`config.mk`:
```
export PLATFORM = sky130hd
export DESIGN_NAME = ufsm_top
export DESIGN_NICKNAME = d
export VERILOG_FILES = /design/src/core/ufsm_pkg.sv /design/src/core/ufsm_sync.sv /design/src/core/ufsm_top.sv
export SDC_FILE = /design/constraint.sdc
export NUM_CORES = 1
export LEC_CHECK = 0
export BUFFER_PORTS_ARGS = -buffer_cell sky130_fd_sc_hd__buf_2
export CORE_ASPECT_RATIO = 1.1
export CORE_MARGIN = 5
export CORE_UTILIZATION = 45
export CTS_BUF_LIST = sky130_fd_sc_hd__clkbuf_16
export CTS_CLUSTER_DIAMETER = 120
export DETAILED_ROUTE_END_ITERATION = 16
export PLACE_DENSITY = 0.66
export SLEW_MARGIN = 15
export SYNTH_ARGS = -nofsm -noshare
export SYNTH_HDL_FRONTEND = slang
export SYNTH_SLANG_ARGS = --single-unit
```
`constraint.sdc`:
```
create_clock -name REF_CLK_I -period 2.69 [get_ports REF_CLK_I]
set_clock_uncertainty 0.2 [all_clocks]
set_input_delay 0.807 -clock REF_CLK_I [delete_from_list [all_inputs] [get_ports REF_CLK_I]]
set_output_delay 0.807 -clock REF_CLK_I [all_outputs]
set_load 0.05 [all_outputs]
```
`src/core/ufsm_pkg.sv`:
```
/*
  Package for the user-side layer 1 fault state machine: state codes,
  error causes, transmit selections and timing constants.
  Assumes a single 25 MHz system clock.
*/
`default_nettype none
package ufsm_pkg;

  typedef enum logic [6:0] {
    ST_POWER_OFF      = 7'h01,
    ST_OPERATIONAL    = 7'h02,
    ST_REMOTE_FAULT   = 7'h04,
    ST_SIGNAL_LOST    = 7'h08,
    ST_ALARM_STREAM   = 7'h10,
    ST_UPSTREAM_FAULT = 7'h20,
    ST_POWER_UP       = 7'h40
  } ufsm_state_e;

  // Management error causes
  localparam logic [2:0] CAUSE_POWER      = 3'h0;
  localparam logic [2:0] CAUSE_REMOTE     = 3'h1;
  localparam logic [2:0] CAUSE_LOSS       = 3'h2;
  localparam logic [2:0] CAUSE_ALARM      = 3'h3;
  localparam logic [2:0] CAUSE_REMOTE_CRC = 3'h4;

  // Transmit selection
  localparam logic [1:0] TX_NONE   = 2'h0;
  localparam logic [1:0] TX_NORMAL = 2'h1;
  localparam logic [1:0] TX_RAI    = 2'h2;

  // Received-signal classes after the event decoder
  localparam logic [2:0] EV_NONE      = 3'h0;
  localparam logic [2:0] EV_NORMAL    = 3'h1;
  localparam logic [2:0] EV_REMOTE    = 3'h2;
  localparam logic [2:0] EV_LOSS      = 3'h3;
  localparam logic [2:0] EV_ALARM     = 3'h4;
  localparam logic [2:0] EV_REMOTE_CRC = 3'h5;

  // Link clock watchdog: link period 320 ns, declare loss after 4 periods
  localparam int unsigned CLK_PERIOD_NS      = 40;
  localparam int unsigned LINK_LOSS_NS       = 1280;
  localparam int unsigned LINK_LOSS_CYC      = LINK_LOSS_NS / CLK_PERIOD_NS;
  localparam int unsigned SYNC_STAGES        = 2;
  localparam logic [1:0]  RST_SYNC           = 2'h0;

endpackage : ufsm_pkg
`default_nettype wire

```
`src/core/ufsm_sync.sv`:
```
/*
  Two-flop synchroniser, one per bit via a generate loop.
  Assumes the inputs are asynchronous to clk_i.
*/
`timescale 1ns/1ps
`default_nettype none
module ufsm_sync #(
  parameter int unsigned WIDTH = 8
) (
  input  wire logic             clk_i,
  input  wire logic             rst_b_i,
  input  wire logic [WIDTH-1:0] async_i,
  output var  logic [WIDTH-1:0] sync_o
);

  genvar g;
  generate
    for (g = 0; g < WIDTH; g++)
    begin : g_bit
      logic meta_r;
      always_ff @(posedge clk_i or negedge rst_b_i)
      begin
        if (!rst_b_i)
        begin
          meta_r   <= 1'b0;
          sync_o[g] <= 1'b0;
        end
        else
        begin
          meta_r   <= async_i[g];
          sync_o[g] <= meta_r;
        end
      end
    end
  endgenerate

endmodule // ufsm_sync
`default_nettype wire

```
`src/core/ufsm_top.sv`:
```
/*
  User-side layer 1 operation and maintenance state machine for a
  2048 kbit/s cell interface. Classifies detected line events, steps the
  fault states, issues upper-layer and management indications and selects
  the transmit signal and timing source.
  Assumes defect detectors, framer and CRC logic are outside; all their
  flags arrive asynchronously, as does the recovered link clock.
*/
// Overview of operation
// - Alarm stream: no network timing, send RAI
// - Upstream fault: keep timing, normal frames, CRC optional
// - Power-up transient, silent, leaves after classification
// - Normal frames in fault: go operational, indicate
// - Leaving operational issues upper inactive indication
// - Management activate reports return to operational
// - Fault entry issues error indication with cause
// - Correction indication names the corrected failure
// - Coinciding faults resolved by fixed priority
// - Four fault locations map to four states
// - Remote alarm plus continuous CRC means upstream fault
// - Signal lost: RAI from internal oscillator
// - Operational: report received CRC errors back
`timescale 1ns/1ps
`default_nettype none
module ufsm_top #(
  parameter bit CRC_OPTION = 1'b1
) (
  input  wire logic       REF_CLK_I,
  input  wire logic       RST_B_I,
  input  wire logic       POWER_OK_I,
  input  wire logic       LINK_CLK_I,
  input  wire logic       LOS_I,
  input  wire logic       LOF_I,
  input  wire logic       LCD_I,
  input  wire logic       AIS_I,
  input  wire logic       RAI_I,
  input  wire logic       CRC_CONT_I,
  input  wire logic       CRC_ERR_I,
  input  wire logic       CRC_REPORT_EN_I,
  output logic            UPPER_ACTIVE_IND_O,
  output logic            UPPER_INACTIVE_IND_O,
  output logic            MGMT_ACTIVATE_IND_O,
  output logic            MGMT_ERROR_IND_O,
  output logic [2:0]      MGMT_ERROR_CAUSE_O,
  output logic            MGMT_CORRECT_IND_O,
  output logic [2:0]      MGMT_CORRECT_CAUSE_O,
  output logic [1:0]      TX_SEL_O,
  output logic            TX_CRC_ERR_O,
  output logic            TIMING_INTERNAL_O,
  output logic [6:0]      STATE_O
);

  localparam int unsigned NIN = 10;

  logic [NIN-1:0] sync_w;
  logic           pwr_s;
  logic           lclk_s;
  logic           los_s;
  logic           lof_s;
  logic           lcd_s;
  logic           ais_s;
  logic           rai_s;
  logic           crc_cont_s;
  logic           crc_err_s;
  logic           crc_rep_s;

  ufsm_sync #(
    .WIDTH (NIN)
  ) u_sync (
    .clk_i   (REF_CLK_I),
    .rst_b_i (RST_B_I),
    .async_i ({POWER_OK_I, LINK_CLK_I, LOS_I, LOF_I, LCD_I, AIS_I, RAI_I,
               CRC_CONT_I, CRC_ERR_I, CRC_REPORT_EN_I}),
    .sync_o  (sync_w)
  );

  assign {pwr_s, lclk_s, los_s, lof_s, lcd_s, ais_s, rai_s, crc_cont_s, crc_err_s, crc_rep_s} = sync_w;

  // Link clock edge watchdog; a missing link clock is classified as loss of signal
  logic        lclk_d_r;
  logic [7:0]  idle_cnt_r;
  logic        link_ok_r;

  always_ff @(posedge REF_CLK_I or negedge RST_B_I)
  begin
    if (!RST_B_I)
    begin
      lclk_d_r   <= 1'b0;
      idle_cnt_r <= 8'h00;
      link_ok_r  <= 1'b0;
    end
    else
    begin
      lclk_d_r <= lclk_s;
      if (lclk_s && !lclk_d_r)
      begin
        idle_cnt_r <= 8'h00;
        link_ok_r  <= 1'b1;
      end
      else if (idle_cnt_r >= 8'(ufsm_pkg::LINK_LOSS_CYC))
        link_ok_r <= 1'b0;
      else
        idle_cnt_r <= idle_cnt_r + 8'h01;
    end
  end

  // Classify the received signal; loss outranks alarm stream, then remote alarm
  logic [2:0] ev_w;

  always_comb
  begin
    if (los_s || lof_s || lcd_s || !link_ok_r)
      ev_w = ufsm_pkg::EV_LOSS;
    else if (ais_s)
      ev_w = ufsm_pkg::EV_ALARM;
    else if (rai_s && crc_cont_s && CRC_OPTION)
      ev_w = ufsm_pkg::EV_REMOTE_CRC;
    else if (rai_s)
      ev_w = ufsm_pkg::EV_REMOTE;
    else
      ev_w = ufsm_pkg::EV_NORMAL;
  end

  ufsm_pkg::ufsm_state_e state_r;
  ufsm_pkg::ufsm_state_e state_nxt;
  logic [2:0]            cause_nxt;
  logic                  fault_nxt;

  // Event to fault state mapping, one location per state
  always_comb
  begin
    state_nxt = state_r;
    cause_nxt = ufsm_pkg::CAUSE_POWER;
    fault_nxt = 1'b0;
    case (state_r)
      ufsm_pkg::ST_POWER_OFF:
      begin
        if (pwr_s)
          state_nxt = ufsm_pkg::ST_POWER_UP;
      end
      default:
      begin
        if (!pwr_s)
        begin
          state_nxt = ufsm_pkg::ST_POWER_OFF;
          fault_nxt = 1'b1;
        end
        else
        begin
          case (ev_w)
            ufsm_pkg::EV_NORMAL:
              if (state_r != ufsm_pkg::ST_POWER_UP)
                state_nxt = ufsm_pkg::ST_OPERATIONAL;
            ufsm_pkg::EV_REMOTE:
            begin
              state_nxt = ufsm_pkg::ST_REMOTE_FAULT;
              cause_nxt = ufsm_pkg::CAUSE_REMOTE;
            end
            ufsm_pkg::EV_LOSS:
            begin
              state_nxt = ufsm_pkg::ST_SIGNAL_LOST;
              cause_nxt = ufsm_pkg::CAUSE_LOSS;
            end
            ufsm_pkg::EV_ALARM:
            begin
              state_nxt = ufsm_pkg::ST_ALARM_STREAM;
              cause_nxt = ufsm_pkg::CAUSE_ALARM;
            end
            ufsm_pkg::EV_REMOTE_CRC:
            begin
              state_nxt = ufsm_pkg::ST_UPSTREAM_FAULT;
              cause_nxt = ufsm_pkg::CAUSE_REMOTE_CRC;
            end
            default:
              state_nxt = state_r;
          endcase
          // Same fault again gives no move and no indication
          fault_nxt = (state_nxt != state_r) && (ev_w != ufsm_pkg::EV_NORMAL);
        end
      end
    endcase
  end

  // Power-up leaves as soon as the received signal is classified
  always_ff @(posedge REF_CLK_I or negedge RST_B_I)
  begin
    if (!RST_B_I)
      state_r <= ufsm_pkg::ST_POWER_OFF;
    else if (state_r == ufsm_pkg::ST_POWER_UP && pwr_s && ev_w == ufsm_pkg::EV_NORMAL)
      state_r <= ufsm_pkg::ST_OPERATIONAL;
    else
      state_r <= state_nxt;
  end

  logic leave_op_w;
  logic enter_op_w;
  logic [2:0] last_cause_r;
  logic       in_fault_r;

  assign leave_op_w = (state_r == ufsm_pkg::ST_OPERATIONAL) && (state_nxt != ufsm_pkg::ST_OPERATIONAL);
  assign enter_op_w = (state_r != ufsm_pkg::ST_OPERATIONAL) && (state_r != ufsm_pkg::ST_POWER_OFF) && pwr_s &&
                      (ev_w == ufsm_pkg::EV_NORMAL);

  // One-cycle indications
  always_ff @(posedge REF_CLK_I or negedge RST_B_I)
  begin
    if (!RST_B_I)
    begin
      UPPER_ACTIVE_IND_O   <= 1'b0;
      UPPER_INACTIVE_IND_O <= 1'b0;
      MGMT_ACTIVATE_IND_O  <= 1'b0;
      MGMT_ERROR_IND_O     <= 1'b0;
      MGMT_ERROR_CAUSE_O   <= 3'h0;
      MGMT_CORRECT_IND_O   <= 1'b0;
      MGMT_CORRECT_CAUSE_O <= 3'h0;
      last_cause_r         <= 3'h0;
      in_fault_r           <= 1'b0;
    end
    else
    begin
      UPPER_ACTIVE_IND_O   <= enter_op_w && (state_r != ufsm_pkg::ST_POWER_UP);
      UPPER_INACTIVE_IND_O <= leave_op_w;
      MGMT_ACTIVATE_IND_O  <= enter_op_w;
      MGMT_ERROR_IND_O     <= fault_nxt;
      MGMT_CORRECT_IND_O   <= enter_op_w && in_fault_r;
      if (fault_nxt)
      begin
        MGMT_ERROR_CAUSE_O <= cause_nxt;
        last_cause_r       <= cause_nxt;
        in_fault_r         <= (cause_nxt != ufsm_pkg::CAUSE_POWER);
      end
      if (enter_op_w)
      begin
        MGMT_CORRECT_CAUSE_O <= last_cause_r;
        in_fault_r           <= 1'b0;
      end
    end
  end

  // Transmit selection and timing source follow the state
  always_ff @(posedge REF_CLK_I or negedge RST_B_I)
  begin
    if (!RST_B_I)
    begin
      TX_SEL_O          <= ufsm_pkg::TX_NONE;
      TX_CRC_ERR_O      <= 1'b0;
      TIMING_INTERNAL_O <= 1'b1;
      STATE_O           <= 7'h01;
    end
    else
    begin
      STATE_O <= state_r;
      case (state_r)
        ufsm_pkg::ST_OPERATIONAL, ufsm_pkg::ST_REMOTE_FAULT:
        begin
          TX_SEL_O          <= ufsm_pkg::TX_NORMAL;
          TX_CRC_ERR_O      <= crc_err_s;
          TIMING_INTERNAL_O <= 1'b0;
        end
        ufsm_pkg::ST_UPSTREAM_FAULT:
        begin
          TX_SEL_O          <= ufsm_pkg::TX_NORMAL;
          TX_CRC_ERR_O      <= crc_err_s && crc_rep_s;
          TIMING_INTERNAL_O <= 1'b0;
        end
        ufsm_pkg::ST_SIGNAL_LOST, ufsm_pkg::ST_ALARM_STREAM:
        begin
          TX_SEL_O          <= ufsm_pkg::TX_RAI;
          TX_CRC_ERR_O      <= 1'b0;
          TIMING_INTERNAL_O <= 1'b1;
        end
        default:
        begin
          TX_SEL_O          <= ufsm_pkg::TX_NONE;
          TX_CRC_ERR_O      <= 1'b0;
          TIMING_INTERNAL_O <= 1'b1;
        end
      endcase
    end
  end

endmodule // ufsm_top
`default_nettype wire

```
==> results.md <==
- Final setup fails: 0
- CTS tree: done
- DRC violations left: 0
- RSZ-0062 raised after global routing: false
- Total CTS buffers: 9
- Initial Util: 46.3%
- Clock buffer depth: 2
- Clock period minus final worst setup slack: 2.40 ns
- I/O pins: 34
- Worst-margin pin slew: 0.656 ns
- Clk_lat worst skew: 0.32 ns
- Synth Net Count: 167
- Sink Count: 60
- IO buf count: 33
- Std-Cell Rows: 26
- Cells resized by post-CTS repair: 0
- Synth async-reset ratio: 100%
- Area of the die: 6240 µm²
- Ant diodes: 0
- All-Layer GR Usage: 13.4%
- Cts hold-fix bufs: 0
- Pwr/cell area: 812 nW/µm²
- Hold Crit Class: reg2reg
- Die width: 75.7 µm
- WL per Instance: 14.0 µm
- Max frequency: ~420 MHz
- Final Cycle Share: 89.2%
- Kind of critical path: reg2reg
- Yosys reg bits: 60
- Top FF cell, synth: dfrtp_1
- Drt pass-1 iters: 4
- Finished Core Util: 57.0%
- Reg clk slew, reported paths: approximately 0.050 ns
- Vias: 1316
- Mapped Area: 2140 µm²
- Dpl hpwl: between 2000 and 2500 µm
- Core area: about 4600 µm²
- CP Data Required Time: between 2 and 3 ns
- Post-synth EDFFs: 0
- Sequential-to-total area share from yosys stat: 70.4%
- Initial antenna violation count: 0
- Total routed wirelength: 3580 µm
- Sum Neg Setup Slack: 0 ns
- First-pass GRT wire length: 6070 µm
- Max-cap violations: 0
- CP arrival: roughly 2.4 ns
- Leading cell type in the layout, fill and taps excluded: dfrtp_1
- Slew HR: 55.9%
- Pin count of the biggest net entering global routing: 61
- Vias in the first global route: 1358
- Final Hold Viols: 0
- Yosys cell types: 40
- Ys Warns: 0
- Startpoint Class: flip-flop
- Fraction of layout cells with a size suffix above 1: between 20% and 30%
- Syn avg cell area: 14.0 µm²
- Root buffer cell: clkbuf_16
- Cells after synthesis: about 150
- Pleak: 1.33 nW
- Post-route ant nets: 0
- H-tree levels: 3
- # Post-CTS Setup Buffers: 0
- Cell Count, Final, Fillers Out: 256
- Layout Nets: 209
- Commonest non-fill, non-tap cells in the layout: dfrtp_1, buf_2, nor2_1
- Congestion Overflow GR: 0
- Worst vdd ir: 0.503 mV
- Worst Hold Margin: approximately 0.15 ns
- Die H: 82.3 µm
- Via/cell ratio: 5.14
- Outcome: completed
- Final Power: 2.14 mW
- Cell Count Post-Placement: 240
- Synthesis-to-finish area growth: 23.0%
- RePlAce Congestion: around 0.83
- Max-slew violation count: 0
- Crit. End Element: flip-flop
- DRT iter0 DRCs: 67
- CP Max Fanout: 7
-- registers in the layout (all words and copies together) (netlist names) --
register	count
u_sync.g_bit.meta_r	10
u_sync.sync_o	10
idle_cnt_r	8
STATE_O	7
state_r	7
MGMT_CORRECT_CAUSE_O	3
last_cause_r	3
TX_SEL_O	2
MGMT_ACTIVATE_IND_O	1
MGMT_CORRECT_IND_O	1
MGMT_ERROR_IND_O	1
TIMING_INTERNAL_O	1
TX_CRC_ERR_O	1
UPPER_ACTIVE_IND_O	1
UPPER_INACTIVE_IND_O	1
in_fault_r	1
lclk_d_r	1
link_ok_r	1
-- critical path: stages, from the launching register on --
cell and delay [ns]:
dfrtp_1 0.46, or4_4 0.55, or4b_4 0.53, nand2_2 0.17, nor4_1 0.09, mux2_1 0.28
-- through the flow --
step,cell area (µm²),setup slack [ns]
global placement,2380,0.335
floorplan,2140,0.395
CTS,2630,0.299
global route,2630,0.213
finish,2630,0.291
detailed placement,2380,0.299
-- cell families (layout without fill, tap and decap cells) --
kind of cell	Yosys count	in the layout	synth area share, %
xor+xnor	7	7	2.87
mux	7	7	3.63
compound gates	12	12	4.50
buf+inv	10	57	2.11
flops	60	60	70.4
fa+ha+maj	2	2	1.17
simple gates	55	55	15.4
-- cells in the mapped netlist (2+ instances only) --
cell type	n	area, µm²
a21oi_1	3	15.0
clkbuf_1	2	7.51
dfrtp_1	57	1430
dfstp_2	3	78.8
ha_1	2	25.0
inv_1	6	22.5
mux2_1	6	67.6
nand2_1	5	18.8
nand2b_1	4	25.0
nor2_1	14	52.6
nor2b_1	3	18.8
nor3_1	5	25.0
nor4_1	7	43.8
nor4b_1	2	17.5
o21a_1	3	22.5
or4b_4	2	27.5
xnor2_1	4	35.0
xor2_1	3	26.3
-- final timing paths --
path                            slack [ns]                   start  cells past startpoint                 to
worst min register to register        0.15  u_sync.g_bit[5].meta_r                      0   u_sync.sync_o[5]
max in group asynchronous             1.72                 RST_B_I                      2  TIMING_INTERNAL_O
min in group asynchronous             0.28                 RST_B_I                      2         STATE_O[6]
worst max-delay path                  0.29              state_r[3]                      5    last_cause_r[2]
worst min-delay path                  0.15  u_sync.g_bit[5].meta_r                      0   u_sync.sync_o[5]
worst max register to register        0.29              state_r[3]                      5    last_cause_r[2]
-- power breakdown --
part	leakage (nW)	internal, mW	switching, mW	total (mW)
Sequential	0.757	0.962	0.0438	1.01
Combinational	0.426	0.0646	0.118	0.183
Clock	0.144	0.600	0.347	0.947
-- cell type report --
type,instances,area [µm²]
Timing Repair Buffer,34,185
Multi-Input combinational cell,83,589
Sequential cell,60,1510
Fill cell,396,1990
Tap cell,56,70.1
Inverter,7,26.3
Clock buffer,9,225
Clock inverter,7,30.0
-- routing by layer --
layer | GRT usage (%) | part of all wire [%] | vias up
met1 | 15.6 | 40 | 653
met5 | 0 | 0 | -
li1 | - | - | 611
met2 | 21.2 | 50 | 44
met3 | 4.24 | 7.9 | 8
met4 | 8.39 | 2.4 | 0
(Power assumes the default switching activity.)
